--- src/hdl/nibble_ops_pkg.sv ---
// shared encodings and field positions for the nibble instruction slice
package nibble_ops_pkg;

	// instruction word and field geometry
	localparam int INSTR_W     = 16;
	localparam int NIBBLE_W    = 4;
	localparam int MEM_ADDR_W  = 7;
	localparam int WREG_SEL_W  = 4;
	localparam int PC_W        = 11;

	// field positions inside the instruction word
	localparam int MEM_ADDR_LSB  = 0;
	localparam int WREG_SEL_LSB  = 0;
	localparam int IMM_LSB       = 4;
	localparam int OP9_LSB       = 7;
	localparam int OP8_LSB       = 8;

	// leading opcode patterns
	localparam logic [8:0] OP9_ROTATE_RIGHT  = 9'h09B;
	localparam logic [8:0] OP9_SUB_MEM       = 9'h014;
	localparam logic [8:0] OP9_SUB_MEM_WB    = 9'h016;
	localparam logic [7:0] OP8_SUB_IMM       = 8'h0E;
	localparam logic [7:0] OP8_SUB_IMM_WB    = 8'h0F;
	localparam logic [15:0] WORD_RETURN      = 16'h0200;

	// reset values of the core state held here
	localparam logic [3:0]  RESULT_RESET = 4'h0;
	localparam logic        CARRY_RESET  = 1'b0;
	localparam logic        ZERO_RESET   = 1'b0;
	localparam logic [10:0] PC_RESET     = 11'h000;
	localparam logic [6:0]  ADDR_RESET   = 7'h00;
	localparam logic [3:0]  WSEL_RESET   = 4'h0;

	// every supported operation executes in this many machine cycles
	localparam int OP_CYCLES = 1;

	// decoded operations
	typedef enum logic [2:0] {
		OP_NONE,
		OP_ROTATE_RIGHT,
		OP_RETURN,
		OP_SUB_MEM,
		OP_SUB_IMM,
		OP_SUB_MEM_WB,
		OP_SUB_IMM_WB
	} op_type;

endpackage

--- src/hdl/nibble_ops_exec.sv ---
// decode and one-cycle execution of rotate, return and subtract-with-borrow
`timescale 1ns/1ps
`default_nettype none

module nibble_ops_exec (
	input  wire logic        clk_sys,
	input  wire logic        rst,
	input  wire logic        instr_valid,
	input  wire logic [15:0] instr_word,
	input  wire logic [3:0]  mem_rdata,
	input  wire logic [3:0]  wreg_rdata,
	input  wire logic [10:0] stack_top,
	output logic      [3:0]  result_nibble_reg,
	output logic             carry_flag,
	output logic             zero_flag,
	output logic             mem_we,
	output logic      [6:0]  mem_waddr,
	output logic      [3:0]  mem_wdata,
	output logic             wreg_we,
	output logic      [3:0]  wreg_waddr,
	output logic      [3:0]  wreg_wdata,
	output logic             pc_load,
	output logic      [10:0] pc_value,
	output logic             stack_pop,
	output logic             op_done,
	output logic             op_unknown
);

	// decode shared by the execute path and the unknown-word flag; return
	// is matched on the whole word first, the other patterns are disjoint,
	// and the return word matches none of them, so the order of the tests below never changes the decoded op
	function automatic nibble_ops_pkg::op_type decode_op(
		input logic [15:0] word
	);
		logic [8:0] op9;
		logic [7:0] op8;
		op9 = word[15:nibble_ops_pkg::OP9_LSB];
		op8 = word[15:nibble_ops_pkg::OP8_LSB];
		if (word == nibble_ops_pkg::WORD_RETURN) begin
			decode_op = nibble_ops_pkg::OP_RETURN;
		end else if (op9 == nibble_ops_pkg::OP9_ROTATE_RIGHT) begin
			decode_op = nibble_ops_pkg::OP_ROTATE_RIGHT;
		end else if (op9 == nibble_ops_pkg::OP9_SUB_MEM) begin
			decode_op = nibble_ops_pkg::OP_SUB_MEM;
		end else if (op9 == nibble_ops_pkg::OP9_SUB_MEM_WB) begin
			decode_op = nibble_ops_pkg::OP_SUB_MEM_WB;
		end else if (op8 == nibble_ops_pkg::OP8_SUB_IMM) begin
			decode_op = nibble_ops_pkg::OP_SUB_IMM;
		end else if (op8 == nibble_ops_pkg::OP8_SUB_IMM_WB) begin
			decode_op = nibble_ops_pkg::OP_SUB_IMM_WB;
		end else begin
			decode_op = nibble_ops_pkg::OP_NONE;
		end
	endfunction

	nibble_ops_pkg::op_type op;
	logic [6:0] mem_addr;
	logic [3:0] wreg_sel;
	logic [3:0] imm;
	logic [3:0] alu_a;
	logic [3:0] alu_b;
	logic       alu_rot;
	logic [3:0] alu_res;
	logic       alu_carry;
	logic       flags_upd;
	logic       is_mem_op;

	// instruction fields; the partner reads memory and the working
	// register at these same fields within the cycle
	assign mem_addr = instr_word[nibble_ops_pkg::MEM_ADDR_LSB +:
		nibble_ops_pkg::MEM_ADDR_W];
	assign wreg_sel = instr_word[nibble_ops_pkg::WREG_SEL_LSB +:
		nibble_ops_pkg::WREG_SEL_W];
	assign imm      = instr_word[nibble_ops_pkg::IMM_LSB +:
		nibble_ops_pkg::NIBBLE_W];

	// nothing is decoded unless the fetch path offers a word
	always_comb begin
		if (instr_valid) begin
			op = decode_op(instr_word);
		end else begin
			op = nibble_ops_pkg::OP_NONE;
		end
	end

	// operand steering into the shared nibble unit
	// memory forms subtract the result register, so it is the default
	always_comb begin
		alu_a     = mem_rdata;
		alu_b     = result_nibble_reg;
		alu_rot   = 1'b0;
		flags_upd = 1'b0;
		is_mem_op = 1'b0;
		unique case (op)
			nibble_ops_pkg::OP_ROTATE_RIGHT: begin
				alu_rot   = 1'b1;
				flags_upd = 1'b1;
				is_mem_op = 1'b1;
			end
			nibble_ops_pkg::OP_SUB_MEM,
			nibble_ops_pkg::OP_SUB_MEM_WB: begin
				flags_upd = 1'b1;
				is_mem_op = 1'b1;
			end
			nibble_ops_pkg::OP_SUB_IMM,
			nibble_ops_pkg::OP_SUB_IMM_WB: begin
				alu_a     = wreg_rdata;
				alu_b     = imm;
				flags_upd = 1'b1;
			end
			nibble_ops_pkg::OP_RETURN,
			nibble_ops_pkg::OP_NONE: begin
				flags_upd = 1'b0;
			end
		endcase
	end

	nibble_alu u_alu (
		.minuend    (alu_a),
		.subtrahend (alu_b),
		.carry_in   (carry_flag),
		.rotate_sel (alu_rot),
		.result     (alu_res),
		.carry_out  (alu_carry)
	);

	// result register: every nibble op lands here in its single cycle
	// return and words outside the slice leave it alone
	always_ff @(posedge clk_sys or posedge rst) begin
		if (rst) begin
			result_nibble_reg <= nibble_ops_pkg::RESULT_RESET;
		end else if (flags_upd) begin
			result_nibble_reg <= alu_res;
		end
	end

	// flags; the rotate and all subtracts share one update path
	// borrow, not carry: a result that went negative sets the flag, so
	// a chained subtract takes one more away on the next nibble
	always_ff @(posedge clk_sys or posedge rst) begin
		if (rst) begin
			carry_flag <= nibble_ops_pkg::CARRY_RESET;
			zero_flag  <= nibble_ops_pkg::ZERO_RESET;
		end else if (flags_upd) begin
			carry_flag <= alu_carry;
			zero_flag  <= (alu_res == 4'h0);
		end
	end

	// memory write-back for the rotate and the write-back subtract
	// the strobe is registered at the edge after the op and the store lands one edge later, so a word offered right
	// behind it that reads the same nibble still sees the old value;
	// the fetch path keeps one word between such a pair
	always_ff @(posedge clk_sys or posedge rst) begin
		if (rst) begin
			mem_we    <= 1'b0;
			mem_waddr <= nibble_ops_pkg::ADDR_RESET;
			mem_wdata <= nibble_ops_pkg::RESULT_RESET;
		end else begin
			mem_we <= (op == nibble_ops_pkg::OP_ROTATE_RIGHT) ||
				(op == nibble_ops_pkg::OP_SUB_MEM_WB);
			if (is_mem_op) begin
				mem_waddr <= mem_addr;
				mem_wdata <= alu_res;
			end
		end
	end

	// working register write-back, only for the write-back immediate form
	// the plain immediate form never touches the working register
	always_ff @(posedge clk_sys or posedge rst) begin
		if (rst) begin
			wreg_we    <= 1'b0;
			wreg_waddr <= nibble_ops_pkg::WSEL_RESET;
			wreg_wdata <= nibble_ops_pkg::RESULT_RESET;
		end else begin
			wreg_we <= (op == nibble_ops_pkg::OP_SUB_IMM_WB);
			if (op == nibble_ops_pkg::OP_SUB_IMM_WB) begin
				wreg_waddr <= wreg_sel;
				wreg_wdata <= alu_res;
			end
		end
	end

	// return: stack top goes to the program counter, stack pops once
	// the stack lives outside; only the pop pulse leaves from here
	always_ff @(posedge clk_sys or posedge rst) begin
		if (rst) begin
			pc_load   <= 1'b0;
			stack_pop <= 1'b0;
			pc_value  <= nibble_ops_pkg::PC_RESET;
		end else begin
			pc_load   <= (op == nibble_ops_pkg::OP_RETURN);
			stack_pop <= (op == nibble_ops_pkg::OP_RETURN);
			if (op == nibble_ops_pkg::OP_RETURN) begin
				pc_value <= stack_top;
			end
		end
	end

	// completion and unknown-word pulses; words outside this slice are
	// left to other decoders, so unknown is advisory only
	always_ff @(posedge clk_sys or posedge rst) begin
		if (rst) begin
			op_done    <= 1'b0;
			op_unknown <= 1'b0;
		end else begin
			op_done    <= (op != nibble_ops_pkg::OP_NONE);
			op_unknown <= instr_valid && (op == nibble_ops_pkg::OP_NONE);
		end
	end

endmodule // nibble_ops_exec

`default_nettype wire

--- src/hdl/nibble_alu.sv ---
// nibble arithmetic: subtract with borrow and rotate right through carry
`timescale 1ns/1ps
`default_nettype none

module nibble_alu (
	input  wire logic [3:0] minuend,
	input  wire logic [3:0] subtrahend,
	input  wire logic       carry_in,
	input  wire logic       rotate_sel,
	output logic      [3:0] result,
	output logic            carry_out
);

	logic [4:0] diff;

	// five-bit difference so the borrow falls out in the top bit
	always_comb begin
		diff = {1'b0, minuend} - {1'b0, subtrahend} - {4'h0, carry_in};
		if (rotate_sel) begin
			result    = {carry_in, minuend[3:1]};
			carry_out = minuend[0];
		end else begin
			result    = diff[3:0];
			carry_out = diff[4];
		end
	end

endmodule // nibble_alu

`default_nettype wire

--- config.mk ---
export PLATFORM = sky130hd
export DESIGN_NAME = nibble_ops_exec
export DESIGN_NICKNAME = d
export VERILOG_FILES = /design/src/hdl/nibble_ops_pkg.sv /design/src/hdl/nibble_ops_exec.sv /design/src/hdl/nibble_alu.sv
export SDC_FILE = /design/constraint.sdc
export NUM_CORES = 1
export LEC_CHECK = 0
export BUFFER_PORTS_ARGS = -buffer_cell sky130_fd_sc_hd__buf_2
export CAP_MARGIN = 20
export CORE_ASPECT_RATIO = 1.25
export CORE_UTILIZATION = 49
export CTS_CLUSTER_DIAMETER = 30
export DETAILED_ROUTE_END_ITERATION = 12
export GPL_TIMING_DRIVEN = 0
export PLACE_DENSITY = 0.8
export SYNTH_ARGS = -nofsm -noshare
export SYNTH_HDL_FRONTEND = slang
export SYNTH_HIERARCHICAL = 1
export SYNTH_SLANG_ARGS = --single-unit
--- constraint.sdc ---
create_clock -name clk_sys -period 2.9 [get_ports clk_sys]
set_clock_uncertainty 0.15 [all_clocks]
set_input_delay 0.58 -clock clk_sys [delete_from_list [all_inputs] [get_ports clk_sys]]
set_output_delay 0.58 -clock clk_sys [all_outputs]
set_load 0.01 [all_outputs]
Word-level counts from Yosys, hierarchy flattened
Cells that the tools add are included.
- mux-type cells: 14
- reduce and logical (&&, ||, !) cells: 9
- eq/ne operators: 12
- $add $sub $neg: 2
- operators with widths (cell ; number):
    $mux W3 ; 7
    $eq A9 B5 Y1 const B ; 2
    $eq A16 B10 Y1 const B ; 1
    $eq A8 B4 Y1 const B ; 2
    $mux W4 ; 3
    $eq A3 B3 Y1 const B ; 3
    $eq A9 B8 Y1 const B ; 1
    $eq A3 B2 Y1 const B ; 2
    $reduce_or A5 Y1 ; 1
    $sub A4 B4 Y5 ; 1
    $sub A5 B1 Y5 ; 1
    $logic_not A4 Y1 ; 1
    $reduce_or A2 Y1 ; 2
    $eq A3 B1 Y1 const B ; 1
    $logic_not A3 Y1 ; 1
    $mux W1 ; 3
    $reduce_bool A3 Y1 ; 1
    $reduce_or A3 Y1 ; 1
    $pmux W1 S2 ; 1
    $logic_and A1 B1 Y1 ; 1
    $logic_or A1 B1 Y1 ; 1
- register bits after elaboration: 41
- input bits: 38
- logic and storage cells: 50
- output and inout port bits: 42

Longest topological paths before layout
- depth after elaboration: 15
- gate-level depth with buffers: 14
- gate-level depth less buffers: 13

Modules after synthesis
Netlist, hierarchy kept.
- by module, submodules not included (module ; times used ; area an instance (sq um) ; sequential area each (sq um) ; cells each):
    nibble_ops_exec ; 1 ; 1824.2 ; 1026.0 ; 125
    nibble_alu ; 1 ; 256.5 ; 0.0 ; 34

Worst setup path before layout
Ideal clock, no wire load.
- path kind: input -> register
- start: input instr_word[12]
- end: register zero_flag
- buffers on the path: 1
- data required time: 2625 ps
- arrival time: 3325 ps
- setup slack: -699 ps
- library setup time: 125 ps
- stages on the path: 12
- cell sequence: nor3_4 nand3_2 or2_1 buf_2 mux2_2 fa_1 ha_1 a21oi_2 a211oi_1 a211oi_1 nor4_1 mux2_2
- cells in the longest elaborated chain, start to end: 15
- elaborated cells between the ends (all ways): 31
- classes of those cells: add/sub: 2; eq/ne: 12; mux: 12; reduce/logical: 5
- RTL lines (item ; RTL line ; source):
    start, declared ; nibble_ops_exec.sv:9 ; input wire logic [15:0] instr_word,
    $eq A8 B4 Y1 ; nibble_ops_exec.sv:49 ; end else if (op8 == nibble_ops_pkg::OP8_SUB_IMM_WB) begin
    $mux W3 ; nibble_ops_exec.sv:49 ;
    $mux W3 ; nibble_ops_exec.sv:47 ; end else if (op8 == nibble_ops_pkg::OP8_SUB_IMM) begin
    $mux W3 ; nibble_ops_exec.sv:45 ; end else if (op9 == nibble_ops_pkg::OP9_SUB_MEM_WB) begin
    $mux W3 ; nibble_ops_exec.sv:43 ; end else if (op9 == nibble_ops_pkg::OP9_SUB_MEM) begin
    $mux W3 ; nibble_ops_exec.sv:41 ; end else if (op9 == nibble_ops_pkg::OP9_ROTATE_RIGHT) begin
    $mux W3 * ; nibble_ops_exec.sv:39 ; if (word == nibble_ops_pkg::WORD_RETURN) begin
    $mux W3 * ; nibble_ops_exec.sv:79 ; if (instr_valid) begin
    $eq A3 B3 Y1 ; nibble_ops_exec.sv:94 ; unique case (op)
    $reduce_or A2 Y1 * ; nibble_ops_exec.sv:94 ;
    $mux W4 * ; nibble_ops_exec.sv:94 ;
    net alu_a[0] ; nibble_ops_exec.sv:60 ; logic [3:0] alu_a;
    $sub A4 B4 Y5 * ; nibble_alu.sv:18 ; diff = {1'b0, minuend} - {1'b0, subtrahend} - {4'h0, carry_in};
    $sub A5 B1 Y5 * ; nibble_alu.sv:18 ;
    $mux W4 * ; nibble_alu.sv:19 ; if (rotate_sel) begin
    net alu_res[3] ; nibble_ops_exec.sv:63 ; logic [3:0] alu_res;
    $logic_not A4 Y1 * ; nibble_ops_exec.sv:146 ; zero_flag <= (alu_res == 4'h0);
    end signal, assigned ; nibble_ops_exec.sv:143 ; zero_flag <= nibble_ops_pkg::ZERO_RESET;
    end signal, assigned ; nibble_ops_exec.sv:146 ;
    end, declared ; nibble_ops_exec.sv:15 ; output logic zero_flag,
Mark *: on every way through the listed nets, which the timed path passes. The rest lies on a longest branch.
A chain may end at the register's enable or synchronous reset.

Final worst setup path
- start: input instr_word[13]
- end: register zero_flag
Same word-level chain as after synthesis.

==> run metrics <==
max cap viols=0; Total GRT Usage=0.232; crit share post-route=1.10; PwrDens=555 mW/mm^2; initial antenna violation count=0; WP data required=2.99 ns; RSZ-0062 raised after global routing=yes; Post-Route WL=4840 microns; cell row count=26; hold_buf cts=0; CP Class=in2reg; First-pass DRT Iterations=4; DR vias/cell=5.09; Die Ht=74.9 microns; Core Area=0.00407 sq mm; most frequent cells in the layout=78 x buf_2, 41 x dfrtp_1, 25 x mux2_2, 20 x mux2_4, 11 x buf_4; worst setup path start=instr_word[13]; fraction of layout cells with a size suffix above 1=0.672; final setup margin=-0.290 ns; Crit. End Element=flop; Max-slew headroom=0.442; ANT cells=0; first-pass GRT wire length=7590 microns; syn_nets=202; Skew-Pair Late Insertion Delay=0.30 ns; vias=1587; CTS tree=done; Starting DRT DRC Count=36; CTS H-Tree Depth=2; R2R cell count=9; IO Port Bufs=79; Cell Area, Synth=0.00208 sq mm; failing checks=negative setup slack; Final Cell Area=0.00293 sq mm; Die W=60.3 microns; Leak=1.57 nW; gpl congestion=0.901; status=finished with violations; RR Endpoint=zero_flag; Largest register FFs=11; commonest non-fill, non-tap cell in the layout=buf_2; CTS Buffer Depth=2; Syn Area/Cell=13.1 sq um; reg2reg start=result_nibble_reg[0]; unique cell type count in the Yosys netlist=38; CTS root buf=clkbuf_8; Worst Setup Start Kind=input port; drt drc=0; Antenna Nets Post-Route=0; warnings from Yosys=6; Setup-failing EPs final=9; Starting Density=0.512; Worst R2R Setup Slack=0.46 ns; Seq/Total Area, Yosys=0.493; GRT overflow=0; measured slew at the worst slew-check pin=0.836 ns; layout net count=298; top flop regs=pc_value (11), mem_waddr (7); Die Area=0.00451 sq mm; fin crit period=3.19 ns; detailed placement HPWL=3450 microns; CTS Buf Count=5; Seq cells post-synth=41; crit-path max FO=5; largest net degree at the start of global routing=42; Layout area overhead=40.6%; final worst hold slack=0.292 ns; clk sinks=41; final-report hold violation count=0; # IOs=80; Fmax=0.313 GHz; Worst VDD drop=0.000357 V; Worst-path clk slew=0.08 ns; Largest Register=pc_value; Mapped Cells=159; vias in the first global route=1592; Placement Cell Area=0.00260 sq mm; Slew Limit Fails=0; arrival time at the worst endpoint=3.28 ns; Min-Delay Path Class=in2async; Avg WL per Cell=15.5 microns
## kinds of logic (layout without fill, tap and decap cells)
kind of cell / Yosys count / in the layout / synth area share
AOI/OAI and AO/OA: 10 / 10 / 0.0379
xor gates and xnor gates: 2 / 2 / 0.00842
adders and majority gates: 5 / 5 / 0.0337
buffers and inverters: 17 / 114 / 0.0409
DFF: 41 / 41 / 0.493
muxes: 45 / 45 / 0.262
and+or+nand+nor: 39 / 39 / 0.124
## how the worst max path moves through the flow
stage                       endpoint  slack (ns)
after detailed placement   zero_flag       -0.83
after floorplan            zero_flag       -0.42
after global placement     zero_flag       -0.82
after global routing       zero_flag       -0.38
final                      zero_flag       -0.29
after CTS                 carry_flag       -0.25
## worst max-delay path, cell delays in order
cell and delay [ns]:
buf_6 0.10, nor3_4 0.20, nand3_2 0.09, or2_1 0.23, buf_6 0.14, mux2_4 0.31
fa_2 0.38, ha_4 0.24, a21oi_4 0.23, and3_4 0.23, a211oi_4 0.05, nor4_2 0.31
mux2_4 0.20
## final cells by class
cell class | count | area [sq um]
timing repair buffer | 89 | 487
clock inverter | 3 | 68.8
multi-input combinational | 101 | 1110
inverter | 12 | 45.0
sequential | 41 | 1030
fill | 290 | 1140
buffer | 5 | 46.3
tap | 56 | 70.1
clock buffer | 5 | 68.8
## metrics by stage
stage               total power [mW]   util  setup TNS, ns  setup WS, ns  std cells
finish                          1.62  0.720          -1.68        -0.290        312
global route                    1.70  0.720          -2.55        -0.383        312
CTS                             1.59  0.708          -1.52        -0.252        310
detailed placement             0.966  0.640          -6.74        -0.834        294
global placement               0.958  0.640          -6.67        -0.820        294
floorplan                      0.852      -          -2.77        -0.419        159
## Yosys cell counts (all sizes together)
| cell | n | area, sq um |
|---|---|---|
| a2111oi | 1 | 15.0 |
| a211o | 1 | 10.0 |
| a211oi | 2 | 15.0 |
| a21oi | 2 | 13.8 |
| a22oi | 1 | 7.51 |
| and2 | 1 | 6.26 |
| and3 | 1 | 6.26 |
| and4 | 2 | 17.5 |
| and4b | 1 | 11.3 |
| buf | 5 | 40.0 |
| dfrtp | 41 | 1030 |
| fa | 1 | 20.0 |
| ha | 4 | 50.1 |
| inv | 12 | 45.0 |
| mux2 | 45 | 544 |
| nand2 | 6 | 25.0 |
| nand3 | 1 | 10.0 |
| nand4 | 2 | 12.5 |
| nor2 | 10 | 45.1 |
| nor2b | 1 | 6.26 |
| nor3 | 3 | 26.3 |
| nor3b | 2 | 15.0 |
| nor4 | 5 | 31.3 |
| nor4b | 2 | 32.5 |
| o21ai | 2 | 10.0 |
| o21bai | 1 | 7.51 |
| or2 | 1 | 6.26 |
| or2b | 1 | 7.51 |
| xnor2 | 1 | 8.76 |
| xor2 | 1 | 8.76 |
## power breakdown
part / total (mW) / internal [mW] / switching (mW)
registers: 0.624 / 0.604 / 0.0200
logic: 0.442 / 0.226 / 0.216
clock network: 0.558 / 0.347 / 0.212
total: 1.62 / 1.18 / 0.448
## per-layer routing
layer,part of all wire,routed length [microns],GRT usage,vias to the layer above
li1,-,-,-,758
met1,0.40,1930,0.265,756
met5,0,0,0,-
met2,0.52,2530,0.413,65
met4,0.015,71,0.0827,0
met3,0.063,306,0.0619,8
## what timing repair did
action                     CTS  global route
setup endpoints to repair   11            11
cloned                       0             0
setup buffers                8             2
gates resized for setup     15             6
pin swaps                   11            11
Note: power is estimated with default switching activity, not from simulation.
